[src/include/eec_map.svh]
`ifndef EEC_MAP_SVH
`define EEC_MAP_SVH
// Overview of operation
// - Start is data falling while clock high; master starts every transfer with it.
// - Stop is data rising while clock high; it ends the communication.
// - After a read answered with no_acknowledge, master may stop; device returns to standby.
// - Transmitter releases data after eight bits; receiver pulls low in ninth pulse.
// - Master holds data steady across rising clock, changes it only while clock low.
// - After start, master sends the select byte most significant bit first.
// - Location address is 16 bits in two bytes, high byte first.
// - Only the master begins transfers and always drives the serial clock.
// - Random read: write select and address, repeated start, read select, byte returned.
// - Sequential read returns one or more bytes; reads ignore write protect.
// - A page write carries at most 128 bytes within one row of b15..b7.
`define EEC_CLK_NS 100
`define EEC_QTR_NS 300
`define EEC_QTR_CYC ((`EEC_QTR_NS + `EEC_CLK_NS - 1) / `EEC_CLK_NS)
`define EEC_REG_CMD 8'h00
`define EEC_REG_TXD 8'h04
`define EEC_REG_RXD 8'h08
`define EEC_REG_STAT 8'h0c
`define EEC_REG_ADDR 8'h10
`define EEC_REG_PINS 8'h14
`define EEC_CMD_OP_MSB 2
`define EEC_CMD_NACK 4
`define EEC_CMD_IDPG 5
`define EEC_CMD_RD 6
`define EEC_ST_BUSY 0
`define EEC_ST_NACK 1
`define EEC_ST_PGOVR 2
`define EEC_ST_NEEDSTOP 3
`define EEC_PINS_WP 3
`define EEC_PINS_RST 4'h0
`define EEC_ARRAY_ID 4'h5
`define EEC_IDPG_ID 4'h6
`define EEC_PAGE_BYTES 8'h80
`endif

[src/include/eec_pkg.sv]
package eec_pkg;
  typedef enum logic [2:0] {
    EEC_OP_NONE = 3'h0,
    EEC_OP_START = 3'h1,
    EEC_OP_STOP = 3'h2,
    EEC_OP_WRITE = 3'h3,
    EEC_OP_READ = 3'h4,
    EEC_OP_SELECT = 3'h5,
    EEC_OP_ADDRESS = 3'h6
  } eec_op_type;
  typedef enum logic [1:0] {
    EEC_B_NONE = 2'h0,
    EEC_B_START = 2'h1,
    EEC_B_STOP = 2'h2,
    EEC_B_BIT = 2'h3
  } eec_bop_type;
  typedef enum logic [3:0] {
    EEC_S_IDLE = 4'h1,
    EEC_S_COND = 4'h2,
    EEC_S_DATA = 4'h4,
    EEC_S_ACK = 4'h8
  } eec_state_type;
  typedef struct packed {
    eec_bop_type op;
    logic tx;
  } eec_breq_type;
  typedef struct packed {
    logic en;
    logic [7:0] addr;
    logic [31:0] data;
  } eec_wr_type;
endpackage

[src/hw/eec_ahb_slave.sv]
module eec_ahb_slave (
  // clock and reset
  input wire logic hclk,
  input wire logic hresetn,
  // ahb-lite slave
  input wire logic hsel,
  input wire logic [31:0] haddr,
  input wire logic [1:0] htrans,
  input wire logic hwrite,
  input wire logic [2:0] hsize,
  input wire logic [31:0] hwdata,
  input wire logic hready,
  output logic hreadyout,
  output logic hresp,
  output logic [31:0] hrdata,
  // register side
  output eec_pkg::eec_wr_type wr,
  output logic [7:0] rd_addr,
  input wire logic [31:0] rd_val
);
  import eec_pkg::*;
  logic wen_q;
  logic [7:0] waddr_q;
  logic [31:0] hrdata_q;
  // only word accesses store; narrower writes are dropped, reads still answer
  wire phase_ok = hsel && htrans[1] && hready;
  wire take_wr = phase_ok && hwrite && (hsize == 3'h2);
  wire take_rd = phase_ok && !hwrite;
  assign hreadyout = 1'b1;
  assign hresp = 1'b0;
  assign hrdata = hrdata_q;
  assign rd_addr = haddr[7:0];
  assign wr = '{en: wen_q, addr: waddr_q, data: hwdata};
  always_ff @(posedge hclk or negedge hresetn) begin
    if (!hresetn) begin
      wen_q <= 1'b0;
      waddr_q <= 8'h00;
      hrdata_q <= 32'h0000_0000;
    end else begin
      wen_q <= take_wr;
      waddr_q <= haddr[7:0];
      if (take_rd) begin
        hrdata_q <= rd_val;
      end
    end
  end
endmodule

[src/hw/eec_bit_engine.sv]
`include "eec_map.svh"
module eec_bit_engine (
  // clock and reset
  input wire logic hclk,
  input wire logic hresetn,
  // bit requests
  input wire eec_pkg::eec_breq_type breq,
  output logic ready,
  output logic done,
  output logic rx_bit,
  // serial pins
  output logic scl_out,
  input wire logic sda_in,
  output logic sda_oe
);
  import eec_pkg::*;
  localparam logic [3:0] QTR_LAST = 4'(`EEC_QTR_CYC - 1);
  eec_bop_type op_q;
  logic scl_q, oe_q, s1_q, s2_q, rx_q, done_q;
  logic [3:0] qcnt_q;
  logic [1:0] ph_q;
  wire busy = op_q != EEC_B_NONE;
  wire accept = !busy && (breq.op != EEC_B_NONE);
  wire tick = busy && (qcnt_q == QTR_LAST);
  wire drive_first = (breq.op == EEC_B_STOP) || ((breq.op == EEC_B_BIT) && !breq.tx);
  assign ready = !busy;
  assign done = done_q;
  assign rx_bit = rx_q;
  assign scl_out = scl_q;
  assign sda_oe = oe_q;
  // data pin comes from another domain
  always_ff @(posedge hclk or negedge hresetn) begin
    if (!hresetn) begin
      s1_q <= 1'b1;
      s2_q <= 1'b1;
    end else begin
      s1_q <= sda_in;
      s2_q <= s1_q;
    end
  end
  // four quarters per request; clock idles high after a stop
  always_ff @(posedge hclk or negedge hresetn) begin
    if (!hresetn) begin
      op_q <= EEC_B_NONE;
      scl_q <= 1'b1;
      oe_q <= 1'b0;
      rx_q <= 1'b1;
      done_q <= 1'b0;
      qcnt_q <= 4'h0;
      ph_q <= 2'h0;
    end else begin
      done_q <= tick && (ph_q == 2'h3);
      if (accept) begin
        op_q <= breq.op;
        qcnt_q <= 4'h0;
        ph_q <= 2'h0;
        oe_q <= drive_first;
      end else if (tick) begin
        qcnt_q <= 4'h0;
        ph_q <= ph_q + 2'h1;
        case (ph_q)
          2'h0: scl_q <= 1'b1;
          2'h1: begin
            if (op_q == EEC_B_START) begin
              oe_q <= 1'b1;
            end else if (op_q == EEC_B_STOP) begin
              oe_q <= 1'b0;
            end
          end
          2'h2: begin
            if (op_q != EEC_B_STOP) begin
              scl_q <= 1'b0;
            end
            // sampled late in the high time, well past the sync delay
            if (op_q == EEC_B_BIT) begin
              rx_q <= s2_q;
            end
          end
          default: op_q <= EEC_B_NONE;
        endcase
      end else if (busy) begin
        qcnt_q <= qcnt_q + 4'h1;
      end
    end
  end
endmodule

[src/hw/eec_host.sv]
// Local design decisions: the placing of the registers and the AHB-Lite register port.
`include "eec_map.svh"
module eec_host (
  // clock and reset
  input wire logic hclk,
  input wire logic hresetn,
  // ahb-lite slave
  input wire logic hsel,
  input wire logic [31:0] haddr,
  input wire logic [1:0] htrans,
  input wire logic hwrite,
  input wire logic [2:0] hsize,
  input wire logic [31:0] hwdata,
  input wire logic hready,
  output logic hreadyout,
  output logic hresp,
  output logic [31:0] hrdata,
  // serial bus
  output logic scl_out,
  input wire logic sda_in,
  output logic sda_out,
  output logic sda_oe,
  // device straps
  output logic chip_sel_in_0,
  output logic chip_sel_in_1,
  output logic chip_sel_in_2,
  output logic write_protect_in
);
  import eec_pkg::*;

  eec_wr_type wr;
  logic [7:0] rd_addr;
  logic [31:0] rd_val;
  eec_breq_type breq;
  logic eng_ready, eng_done, rx_bit;

  eec_state_type st_q;
  eec_op_type op_q;
  logic [7:0] sh_q, lo_q, rx_q, tx_q, cnt_q;
  logic [15:0] addr_q;
  logic [3:0] pins_q;
  logic [2:0] bitn_q;
  logic rd_q, nsend_q, second_q, nack_q, pgovr_q, needstop_q;
  logic [31:0] stat_w;

  eec_ahb_slave u_bus (
    .hclk(hclk),
    .hresetn(hresetn),
    .hsel(hsel),
    .haddr(haddr),
    .htrans(htrans),
    .hwrite(hwrite),
    .hsize(hsize),
    .hwdata(hwdata),
    .hready(hready),
    .hreadyout(hreadyout),
    .hresp(hresp),
    .hrdata(hrdata),
    .wr(wr),
    .rd_addr(rd_addr),
    .rd_val(rd_val)
  );

  eec_bit_engine u_bits (
    .hclk(hclk),
    .hresetn(hresetn),
    .breq(breq),
    .ready(eng_ready),
    .done(eng_done),
    .rx_bit(rx_bit),
    .scl_out(scl_out),
    .sda_in(sda_in),
    .sda_oe(sda_oe)
  );

  // open drain: only ever pulls low
  assign sda_out = 1'b0;
  assign chip_sel_in_0 = pins_q[0];
  assign chip_sel_in_1 = pins_q[1];
  assign chip_sel_in_2 = pins_q[2];
  assign write_protect_in = pins_q[`EEC_PINS_WP];

  // command decode
  wire cmd_wr = wr.en && (wr.addr == `EEC_REG_CMD);
  wire [2:0] cmd_raw = wr.data[`EEC_CMD_OP_MSB:0];
  wire eec_op_type cmd_op = eec_op_type'(cmd_raw);
  wire op_known = (cmd_raw != 3'h0) && (cmd_raw != 3'h7);
  // no further read once no_acknowledge went out; a stop or start must come first
  wire read_blocked = (cmd_op == EEC_OP_READ) && needstop_q;
  wire idle = st_q == EEC_S_IDLE;
  wire go = cmd_wr && idle && op_known && !read_blocked;
  wire is_cond = (cmd_op == EEC_OP_START) || (cmd_op == EEC_OP_STOP);
  wire [3:0] type_id = wr.data[`EEC_CMD_IDPG] ? `EEC_IDPG_ID : `EEC_ARRAY_ID;
  // select byte: identifier, straps in b3..b1, direction in b0
  wire [7:0] sel_byte = {type_id, pins_q[2:0], wr.data[`EEC_CMD_RD]};
  wire [7:0] load_byte = (cmd_op == EEC_OP_SELECT) ? sel_byte :
                         (cmd_op == EEC_OP_ADDRESS) ? addr_q[15:8] : tx_q;
  // reads never look at the write protect strap
  wire [7:0] sh_next = {sh_q[6:0], rd_q ? rx_bit : 1'b0};
  wire [7:0] row_fill = {1'b0, addr_q[6:0]} + cnt_q;
  wire row_over = row_fill >= `EEC_PAGE_BYTES;

  // bit requests, withheld in the cycle a bit completes
  wire eec_bop_type cond_op = (op_q == EEC_OP_STOP) ? EEC_B_STOP : EEC_B_START;
  wire eec_bop_type req_op = (idle || eng_done) ? EEC_B_NONE :
                             (st_q == EEC_S_COND) ? cond_op : EEC_B_BIT;
  wire data_tx = rd_q | sh_q[7];
  wire ack_tx = rd_q ? nsend_q : 1'b1;
  wire req_tx = (st_q == EEC_S_ACK) ? ack_tx : data_tx;
  assign breq = '{op: req_op, tx: req_tx};

  // register writes
  always_ff @(posedge hclk or negedge hresetn) begin
    if (!hresetn) begin
      tx_q <= 8'h00;
      addr_q <= 16'h0000;
      pins_q <= `EEC_PINS_RST;
    end else if (wr.en) begin
      if (wr.addr == `EEC_REG_TXD) begin
        tx_q <= wr.data[7:0];
      end
      if (wr.addr == `EEC_REG_ADDR) begin
        addr_q <= wr.data[15:0];
      end
      if (wr.addr == `EEC_REG_PINS) begin
        pins_q <= wr.data[3:0];
      end
    end
  end

  // byte sequencer
  always_ff @(posedge hclk or negedge hresetn) begin
    if (!hresetn) begin
      st_q <= EEC_S_IDLE;
      op_q <= EEC_OP_NONE;
      sh_q <= 8'h00;
      lo_q <= 8'h00;
      bitn_q <= 3'h0;
      rd_q <= 1'b0;
      nsend_q <= 1'b0;
      second_q <= 1'b0;
    end else if (go) begin
      op_q <= cmd_op;
      st_q <= is_cond ? EEC_S_COND : EEC_S_DATA;
      sh_q <= load_byte;
      lo_q <= addr_q[7:0];
      bitn_q <= 3'h0;
      rd_q <= cmd_op == EEC_OP_READ;
      nsend_q <= wr.data[`EEC_CMD_NACK];
      second_q <= cmd_op == EEC_OP_ADDRESS;
    end else if (eng_done) begin
      case (st_q)
        EEC_S_DATA: begin
          sh_q <= sh_next;
          bitn_q <= bitn_q + 3'h1;
          if (bitn_q == 3'h7) begin
            st_q <= EEC_S_ACK;
          end
        end
        EEC_S_ACK: begin
          if (second_q) begin
            sh_q <= lo_q;
            second_q <= 1'b0;
            bitn_q <= 3'h0;
            st_q <= EEC_S_DATA;
          end else begin
            st_q <= EEC_S_IDLE;
          end
        end
        default: st_q <= EEC_S_IDLE;
      endcase
    end
  end

  // status bits; the events that write them never fall in one cycle, so no set/clear race
  always_ff @(posedge hclk or negedge hresetn) begin
    if (!hresetn) begin
      rx_q <= 8'h00;
      nack_q <= 1'b0;
      pgovr_q <= 1'b0;
      needstop_q <= 1'b0;
      cnt_q <= 8'h00;
    end else if (go && (cmd_op == EEC_OP_ADDRESS)) begin
      cnt_q <= 8'h00;
      pgovr_q <= 1'b0;
    end else if (eng_done && (st_q == EEC_S_COND)) begin
      needstop_q <= 1'b0;
      cnt_q <= 8'h00;
    end else if (eng_done && (st_q == EEC_S_ACK)) begin
      if (rd_q) begin
        rx_q <= sh_q;
        needstop_q <= nsend_q;
      end else begin
        nack_q <= rx_bit;
      end
      if (op_q == EEC_OP_WRITE) begin
        // counter saturates so the row sum cannot wrap
        if (row_over) begin
          pgovr_q <= 1'b1;
        end
        if (cnt_q != `EEC_PAGE_BYTES) begin
          cnt_q <= cnt_q + 8'h01;
        end
      end
    end
  end

  // read mux
  always_comb begin
    stat_w = 32'h0000_0000;
    stat_w[`EEC_ST_BUSY] = !idle;
    stat_w[`EEC_ST_NACK] = nack_q;
    stat_w[`EEC_ST_PGOVR] = pgovr_q;
    stat_w[`EEC_ST_NEEDSTOP] = needstop_q;
  end
  wire sel_cmd = rd_addr == `EEC_REG_CMD;
  wire sel_txd = rd_addr == `EEC_REG_TXD;
  wire sel_rxd = rd_addr == `EEC_REG_RXD;
  wire sel_stat = rd_addr == `EEC_REG_STAT;
  wire sel_addr = rd_addr == `EEC_REG_ADDR;
  wire sel_pins = rd_addr == `EEC_REG_PINS;
  assign rd_val = sel_cmd ? {29'h0, op_q} :
                  sel_txd ? {24'h0, tx_q} :
                  sel_rxd ? {24'h0, rx_q} :
                  sel_stat ? stat_w :
                  sel_addr ? {16'h0, addr_q} :
                  sel_pins ? {28'h0, pins_q} : 32'h0000_0000;
endmodule

[config.mk]
export PLATFORM = sky130hd
export DESIGN_NAME = eec_host
export DESIGN_NICKNAME = d
export VERILOG_FILES = /design/src/include/eec_pkg.sv /design/src/hw/eec_ahb_slave.sv /design/src/hw/eec_bit_engine.sv /design/src/hw/eec_host.sv
export VERILOG_INCLUDE_DIRS = /design/src /design/src/include
export SDC_FILE = /design/constraint.sdc
export NUM_CORES = 1
export LEC_CHECK = 0
export BUFFER_PORTS_ARGS = -buffer_cell sky130_fd_sc_hd__buf_2
export CORE_MARGIN = 2
export CORE_UTILIZATION = 40
export DETAILED_ROUTE_END_ITERATION = 8
export PLACE_DENSITY = 0.66
export SKIP_LAST_GASP = 1
export SYNTH_ARGS = -nofsm -noshare
export SYNTH_HDL_FRONTEND = slang
export SYNTH_HIERARCHICAL = 1
export SYNTH_SLANG_ARGS = --single-unit
[constraint.sdc]
create_clock -name hclk -period 1.8 [get_ports hclk]
set_input_delay 0.09 -clock hclk [delete_from_list [all_inputs] [get_ports hclk]]
set_output_delay 0.09 -clock hclk [all_outputs]
set_load 0.05 [all_outputs]
==> results of run 1 <==
[cells in the final DEF, fill, tap and decap left out, types with 19 or more instances in the layout]
master,instances
dlygate4sd3_1,26
buf_2,69
nor2_1,20
buf_4,53
dfrtp_1,125
a21oi_1,19
conb_1,19
o21ai_0,19
mux2_2,33
mux2_4,48
nand2_1,26
[state kept, by name (all words and copies together) (netlist names), 3 cells and up]
name / flops
addr_q: 16
tx_q: 8
pins_q: 4
u_bits/qcnt_q: 4
lo_q: 8
rx_q: 8
op_q: 3
bitn_q: 3
u_bus/waddr_q: 8
cnt_q: 8
u_bus/hrdata: 32
st_q: 4
sh_q: 8
[metal layers]
layer / wire, um / share of wire, % / GRT usage [%]
met4: 395 / 2.4 / 6.84
met1: 7060 / 43 / 24.0
met5: 0 / 0 / 0
met2: 8000 / 49 / 31.2
met3: 918 / 5.6 / 3.78
[critical path, stage by stage (launching register included)]
cell	delay, ps
dfrtp_1	380
or4_4	570
nor2_8	150
and4_4	280
buf_12	150
mux2_4	310
[how the worst max path moves through the flow]
stage                     cells after the start  slack, ps             start       to
final                                         5       -150  u_bus/waddr_q[1]  lo_q[5]
after global routing                          6       -240  u_bus/waddr_q[7]  tx_q[6]
after CTS                                     6       -160  u_bus/waddr_q[7]  tx_q[6]
after detailed placement                      6       -150  u_bus/waddr_q[7]  tx_q[6]
after global placement                        6       -110  u_bus/waddr_q[7]  tx_q[7]
after floorplan                               5        -90  u_bus/waddr_q[7]  lo_q[5]
[power by group]
group | internal (uW) | leakage [uW] | switching [uW]
combinational | 421 | 0.00225 | 695
sequential | 3100 | 0.00167 | 110
clock | 2190 | 0.000286 | 1350
[stage by stage]
stage,instance area (sq um),cells
final,8950,952
after global routing,8950,952
after CTS,8650,939
after detailed placement,7640,877
after global placement,7640,877
after floorplan,6850,578
[what timing repair did]
action,4_1_cts,5_1_grt
endpoints found under the hold margin,62,0
setup endpoints to repair,51,68
hold buffers,26,0
pin swaps,5,21
gates cloned,1,2
gates resized for setup,26,50
buffers inserted,3,12
[layout make-up]
cell class / instances / area (sq um)
clock buffers: 17 / 425
inverters: 18 / 67.6
flip-flops and latches: 131 / 3290
repair buffers: 170 / 1360
multi-input cells: 381 / 3350
well taps: 220 / 275
fillers: 1412 / 7640
clock inverters: 15 / 183
==> impl_results.md, run 1 <==
* WHS at 70.0 ps
* Synth Area per Inst at 12.1 sq um
* Clk slew on worst S/H paths at 60 ps
* Die H at 134 um
* DIE AREA at 0.0180 sq mm
* Critical path type: flip-flop to flip-flop
* # DRC at 0
* CTS tree: built
* Layout Nets at 812
* Final hold vios at 0
* DP Worst Slack at -153 ps
* CP max FO at 6
* Hold Startpoint: htrans[1]
* Gr usage total at 18.6%
* Area Overhead vs Synth at 32.0%
* Syn Inst Count at 562
* YS warnings at 6
* Vias in the first global route at 5041
* Netlist Area Pre-Place at 0.00678 sq mm
* Total power at 7860 uW
* Max Cap Viol at 0
* Failing checks: setup timing
* Final Skew at 8.64 ps
* Fraction of layout cells with a size suffix above 1 at 43.6%
* Initial antenna violation count at 0
* Critical Path Start Type: flip-flop
* Total number of vias at 4925
* Core Area at 0.0166 sq mm
* Power per cell area at 878 mW/mm^2
* Cell row count at 47
* Critical path endpoint category: flip-flop
* Hold Path End: u_bus/wen_q
* Initial Utilization at 40.9%
* I/O pin count at 116
* FF-to-FF End: lo_q[5]
* Final Critical Period at 1950 ps
* First-pass GRT wire length at 26100 um
* Setup_tns at -4840 ps
* Unrepaired setup endpoints after global routing: true
* Initial DRC Count at 366
* Worst Path Required at 2110 ps
* Reg-to-reg slack, setup at -150 ps
* Peak supply drop at 0.696 mV
* Worst Max-Slew Pin Slew at 509 ps
* Pre-Repair DR Iteration Count at 4
* Worst Hold Class: input pin to flip-flop
* Clock Latency Late Sink at 430 ps
* Core Util, Final at 54.0%
* Clk buf depth at 2
* Fmax at 512 MHz
* H-tree depth at 4
* WP data arrival at 2260 ps
* Leakage power figure at 0.00421 uW
* Hold Path Stages at 2
* Slew HR at 65.7%
* DR WL/cell at 17.2 um
* Final Max Tran Viols at 0
* Vias per inst at 5.17
* Root Buffer: clkbuf_16
* Final-report setup violation count at 62
* Worst r2r src: u_bus/waddr_q[1]
* Final worst setup slack at -151 ps
* Largest net degree at the start of global routing at 52
* Clk sinks at 131
* Status: finished with violations
* WL final at 16400 um
* Number of routed nets with antenna violations at 0
* Worst r2r path cells at 5
* Antenna cells at 0
* CTS buffer count at 17
* Final HPWL DP at 11400 um
* Port bufs at 71
* Grt ovf at 0
* Gp weighted congestion at 0.892
* Fin crit share at 108%
* Die Width at 134 um
Note: power is estimated with default switching activity, not from simulation.
==> run 2, diff against run 1 <==
BUFFER_PORTS_ARGS = default   (was -buffer_cell sky130_fd_sc_hd__buf_2)
DONT_BUFFER_PORTS = 1   (was default)
PLACE_DENSITY = 0.6   (was 0.66)
==> impl_results.md, run 2 (same netlist as run 1, synthesis figures left out) <==
* Status: finished with violations
* Failing checks: hold timing, setup timing
* Antenna cells at 0 (unchanged)
* Worst Hold Class: input pin to asynchronous set/reset pin
* FF-to-FF End: tx_q[7]
* Commonest non-fill, non-tap cell in the layout: dfrtp_1
* Core Area at 0.0166 sq mm (unchanged)
* CP cell instances: or4b_4, nor4_4, nand2_2, nor2_4, buf_12, mux2_2
* Post-route cell area at 0.00850 sq mm (-5.0%)
* Commonest cells after routing, fill and taps aside: dfrtp_1, mux2_4, buf_4, mux2_2, dlygate4sd3_1
* Leakage power figure at 0.00386 uW (-8.3%)
* Fin crit share at 111% (+2.7 points)
* First-pass GRT wire length at 26800 um (+2.9%)
* Port bufs at 0 (-100%)
* Final hold vios at 131 (+131)
* Final HPWL DP at 11100 um (-2.9%)
* Power per cell area at 882 mW/mm^2 (+0.39%)
* Worst r2r src: u_bus/waddr_q[7]
* Cell row count at 47 (unchanged)
* Clk buf depth at 2 (unchanged)
* Clk sinks at 131 (unchanged)
* Slowest cell on the critical path: or4b_4
* Final Skew at 5.69 ps (-2.95 ps)
* Hold bufs inserted after CTS at 27 (+3.8%)
* CTS tree: built
* DR WL/cell at 19.7 um (+15%)
* Max reg flops at 32 (unchanged)
* CP max FO at 8 (+2)
* Layout Nets at 728 (-10%)
* Clock Latency Late Sink at 430 ps (about the same)
* Largest net degree at the start of global routing at 132 (+150%)
* Setup_tns at -5120 ps (-278 ps)
* Inst Count DP at 799 (-8.9%)
* I/O pin count at 116 (unchanged)
* Critical Path Start Type: flip-flop
* Fraction of layout cells with a size suffix above 1 at 38.3% (-5.3 points)
* Worst Path Required at 2110 ps (about the same)
* Area Overhead vs Synth at 25.5%
* Vias per inst at 5.37 (+3.8%)
* Initial antenna violation count at 0 (unchanged)
* Root Buffer: clkbuf_16
* Final Max Tran Viols at 0 (unchanged)
* Worst Max-Slew Pin Slew at 601 ps (+91.3 ps)
* Final worst setup slack at -199 ps (-48.0 ps)
* Fillers at 1440 (+2.0%)
* Total number of vias at 4663 (-5.3%)
* # DRC at 0 (unchanged)
* H-tree depth at 4 (unchanged)
* WL final at 17100 um (+4.5%)
* Vias in the first global route at 4876 (-3.3%)
* Worst Setup SP: u_bus/waddr_q[7]
* Pre-Repair DR Iteration Count at 5 (+1)
* Peak supply drop at 0.719 mV (+3.4%)
* Final Critical Period at 2000 ps (+48.0 ps)
* Grt ovf at 0 (unchanged)
* DIE AREA at 0.0180 sq mm (unchanged)
* Gp weighted congestion at 0.808 (-9.4%)
* WP data arrival at 2310 ps (+50 ps)
* Reg-to-reg slack, setup at -200 ps (-50 ps)
* Slew HR at 59.5% (-6.2 points)
* Clk slew on worst S/H paths at 60 ps (about the same)
* Critical path endpoint category: flip-flop
* Critical path type: flip-flop to flip-flop
* CTS buffer count at 17 (unchanged)
* WHS at -643 ps (-713 ps)
* CP max stage delay at 590 ps (+20 ps)
* Die Width at 134 um (unchanged)
* Initial Utilization at 40.9% (unchanged)
* Post-route insts no fill at 868 (-8.8%)
* Worst r2r path cells at 6 (+1)
* Fmax at 500 MHz (-2.4%)
* Number of routed nets with antenna violations at 0 (unchanged)
* Dpl cell area at 0.00721 sq mm (-5.5%)
* Worst setup endpoint: tx_q[7]
* Max Cap Viol at 0 (unchanged)
* Gr usage total at 19.5% (+0.89 points)
* Initial DRC Count at 377 (+3.0%)
* Final-report setup violation count at 50 (-19%)
* Die H at 134 um (unchanged)
* Unrepaired setup endpoints after global routing: true
==> run 2: changes by cell type in the layout (fill, tap and decap cells not counted), moves of 3 or more <==
cell,before,now
buf_2,69,0
buf_4,53,42
o21ai_2,2,10
o21ai_1,11,5
nor2_2,3,8
buf_6,8,4
nor2_4,8,4
a21oi_1,19,16
clkinv_2,2,5
inv_6,3,0
==> run 2: worst max-delay path: cells and delay by family (launching register included) <==
family	cells	cell delay, ps
simple gates	4	1020
flops	1	370
buf+inv	1	140
mux	1	340
==> run 2: cell type report <==
type,instances,area [sq um],share of cell area [%]
multi-input cells,382,3430,40.3
flip-flops and latches,131,3280,38.6
repair buffers,85,881,10.4
clock buffers,18,429,5.05
well taps,220,275,3.24
clock inverters,14,140,1.65
inverters,18,67.6,0.794
==> run 2: what timing repair did <==
action                                  4_1_cts  5_1_grt
endpoints found under the hold margin       184      131
pin swaps                                    18       12
gates cloned                                  5        0
endpoints found under the setup margin       62       73
buffers inserted                              3        3
gates resized for setup                      34       52
==> run 2: worst min path at each step <==
stage                            to  startpoint  slack [ps]
finish                      tx_q[4]     hresetn        -640
CTS                         tx_q[4]     hresetn        -660
global placement    u_bus/hrdata[9]     hresetn        -200
global route                tx_q[4]     hresetn        -660
floorplan                 addr_q[0]     hresetn        -210
detailed placement  u_bus/hrdata[9]     hresetn        -200
==> run 2: stage by stage <==
step                utilization, %  hold slack [ps]  worst slack [ps]  total power, uW
floorplan                        -             -206             -86.1             4010
global placement              43.5             -201              -136             4050
detailed placement            43.5             -201              -194             4080
CTS                           50.0             -657              -193             7540
global route                  51.3             -660              -266             7740
finish                        51.3             -643              -199             7500
==> run 2: per-layer routing <==
metal / vias up / part of all wire, % / GRT usage [%]
met4: 0 / 2.2 / 7.25
met5: - / 0 / 0
met2: 133 / 48 / 31.3
li1: 2122 / - / -
met1: 2381 / 43 / 25.3
met3: 27 / 6.4 / 5.56
==> run 2: power breakdown <==
group	leakage, uW	switching [uW]	internal (uW)
clock network	0.000267	1360	2020
registers	0.00168	421	3090
logic	0.00192	283	318
total	0.00386	2070	5430
==> run 3, diff against run 2 <==
ABC_AREA = 1   (was default)
GPL_TIMING_DRIVEN = 0   (was default)
==> impl_results.md, run 3 <==
* Worst r2r src: st_q[0]
* First-pass GRT wire length at 28000 um (+4.4%)
* Antenna cells at 0 (unchanged)
* Gr usage total at 19.7% (+0.14 points)
* DIE AREA at 0.0184 sq mm (+2.2%)
* DR WL/cell at 14.7 um (-25%)
* Seq pwr share at 47.3% (+0.5 points)
* Total number of vias at 5725 (+23%)
* WL final at 17100 um (about the same)
* CP max FO at 7 (-1)
* YS warnings at 6 (unchanged)
* Max Cap Viol at 0 (unchanged)
* Pre-Repair DR Iteration Count at 4 (-1)
* # DRC at 0 (unchanged)
* Top Metal Used: met4
* Clock Latency Late Sink at 420 ps (about the same)
* Peak supply drop at 0.666 mV (-7.5%)
* Inst Count DP at 1096 (+37%)
* Clk buf depth at 2 (unchanged)
* Combinational Power Share at 4.4% (-3.6 points)
* Fin crit share at 96.5% (-15 points)
* Switching Share at 25.6% (-2.0 points)
* Hold bufs inserted after CTS at 27 (unchanged)
* Power per cell area at 852 mW/mm^2 (-3.4%)
* Unrepaired setup endpoints after global routing: true
* Cell row count at 48 (+2.1%)
* P_sw at 1810 uW (-12%)
* Reg-to-reg slack, setup at 60 ps (+260 ps)
* WP data arrival at 2100 ps (-210 ps)
* Core Area at 0.0171 sq mm (+3.2%)
* Final Skew at 7.88 ps (+2.19 ps)
* Met2 WL at 7970 um (-2.9%)
* Final worst setup slack at 63.3 ps (+263 ps)
* H-tree depth at 4 (unchanged)
* Port bufs at 0 (unchanged)
* Final hold vios at 131 (unchanged)
* Max reg flops at 32 (unchanged)
* Fillers at 1683 (+17%)
* CP cell instances: nand2_2, nor2_4, nand3_2, nor2_4, buf_6, nand2_1, nand2_1, nand2_1, nand2_1
* Total power at 7100 uW (-5.3%)
* Clk sinks at 131 (unchanged)
* Most used cell, CP: nand2_1
* Final HPWL DP at 11900 um (+7.8%)
* Worst Path Required at 2160 ps (+50 ps)
* Failing checks: hold timing
* Clk slew on worst S/H paths at 60 ps (about the same)
* I/O pin count at 116 (unchanged)
* Layout Nets at 1020 (+40%)
* Netlist Area Pre-Place at 0.00693 sq mm (+2.2%)
* CP max stage delay at 590 ps (about the same)
* Final Critical Period at 1740 ps (-263 ps)
* Worst r2r path cells at 9 (+3)
* Status: finished with violations
* Final-report setup violation count at 0 (-100%)
* Grt ovf at 0 (unchanged)
* Leakage power figure at 0.00433 uW (+12%)
* FF-to-FF End: sh_q[4]
* Fmax at 576 MHz (+15%)
* Internal Pwr Total at 5280 uW (-2.7%)
* Commonest non-fill, non-tap cell in the layout: nand2_1
* Critical path endpoint category: flip-flop
* Synth Area per Inst at 8.10 sq um (-33%)
* Area Overhead vs Synth at 20.2%
* Die Width at 136 um (+1.1%)
* CTS buffer count at 17 (unchanged)
* WHS at -639 ps (+3.41 ps)
* Gp weighted congestion at 0.872 (+7.9%)
* Clock share of power at 48.3% (+3.1 points)
* Worst Max-Slew Pin Slew at 611 ps (+10.6 ps)
* Number of routed nets with antenna violations at 0 (unchanged)
* Critical path type: flip-flop to flip-flop
* Initial antenna violation count at 0 (unchanged)
* Vias in the first global route at 5559 (+14%)
* Post-route insts no fill at 1165 (+34%)
* CTS tree: built
* Final Max Tran Viols at 0 (unchanged)
* Critical Path Start Type: flip-flop
* Initial DRC Count at 339 (-10%)
* Root Buffer: clkbuf_16
* Worst Hold Class: input pin to asynchronous set/reset pin
* Slowest cell on the critical path: dfstp_2
* Fraction of layout cells with a size suffix above 1 at 16.6% (-22 points)
* Post-route cell area at 0.00833 sq mm (-2.0%)
* DP Worst Slack at -275 ps (-81.1 ps)
* Syn Inst Count at 855 (+52%)
* Slew HR at 59.2% (-0.29 points)
* Dpl cell area at 0.00727 sq mm (+0.78%)
* Initial Utilization at 40.5% (-0.39 points)
* Vias per inst at 4.91 (-8.5%)
* Commonest cells after routing, fill and taps aside: nand2_1, dfrtp_1, inv_1, nand3_1, nor2_1
* Wire length on met3 at 1020 um (-7.5%)
* Largest net degree at the start of global routing at 132 (unchanged)
* Wl on met1 at 7880 um (+5.8%)
* Die H at 136 um (+1.1%)
[run 3: per-layer routing]
layer  up-vias  GRT usage [%]
li1       2844              -
met1      2698           26.1
met2       161           31.5
met3        22           5.69
met4         0           5.50
met5         -              0
[run 3: how the worst max path moves through the flow]
| stage | from | end | slack, ps |
|---|---|---|---|
| after floorplan | u_bits/done | u_bits/qcnt_q[3] | 80 |
| after global placement | u_bits/done | u_bits/qcnt_q[2] | -240 |
| after detailed placement | u_bits/done | u_bits/qcnt_q[3] | -270 |
| after CTS | st_q[2] | u_bits/qcnt_q[3] | -30 |
| after global routing | st_q[3] | st_q[2] | -50 |
| final | st_q[0] | sh_q[4] | 60 |
[run 3: worst max-delay path: cells and delay by family, from the launching register on]
| family | cells | cell delay, ps |
|---|---|---|
| AND/OR/NAND/NOR | 8 | 900 |
| flip-flops | 1 | 590 |
| buffers and inverters | 1 | 180 |
[run 3: what timing repair did]
item                                    in CTS  in global routing
gates resized for setup                      8                 31
buffers inserted                             2                  7
hold endpoints to repair                   159                131
pin swaps                                    2                  9
gates cloned                                 0                  1
endpoints found under the setup margin      29                 45
[run 3: power by group through the flow]
stage | clock (uW) | combinational [uW] | sequential, uW
global placement | 0 | 258 | 3410
global route | 3650 | 350 | 3370
floorplan | 0 | 216 | 3400
finish | 3430 | 312 | 3360
CTS | 3490 | 309 | 3360
detailed placement | 0 | 263 | 3410
[run 3: area by class of cell]
class,count,area (sq um),area share (%)
clock buffers,20,457,5.48
inverters,82,313,3.75
well taps,225,282,3.38
clock inverters,12,133,1.59
flip-flops and latches,131,3290,39.5
multi-input cells,609,3170,38.0
plain buffers,49,347,4.16
repair buffers,37,345,4.15
[run 3: through the flow]
stage | TNS (ps) | util, %
2_1_floorplan | 0 | -
3_3_place_gp | -1810 | 42.5
3_5_place_dp | -2340 | 42.5
4_1_cts | -55.8 | 47.7
5_1_grt | -270 | 48.7
6_report | 0 | 48.7
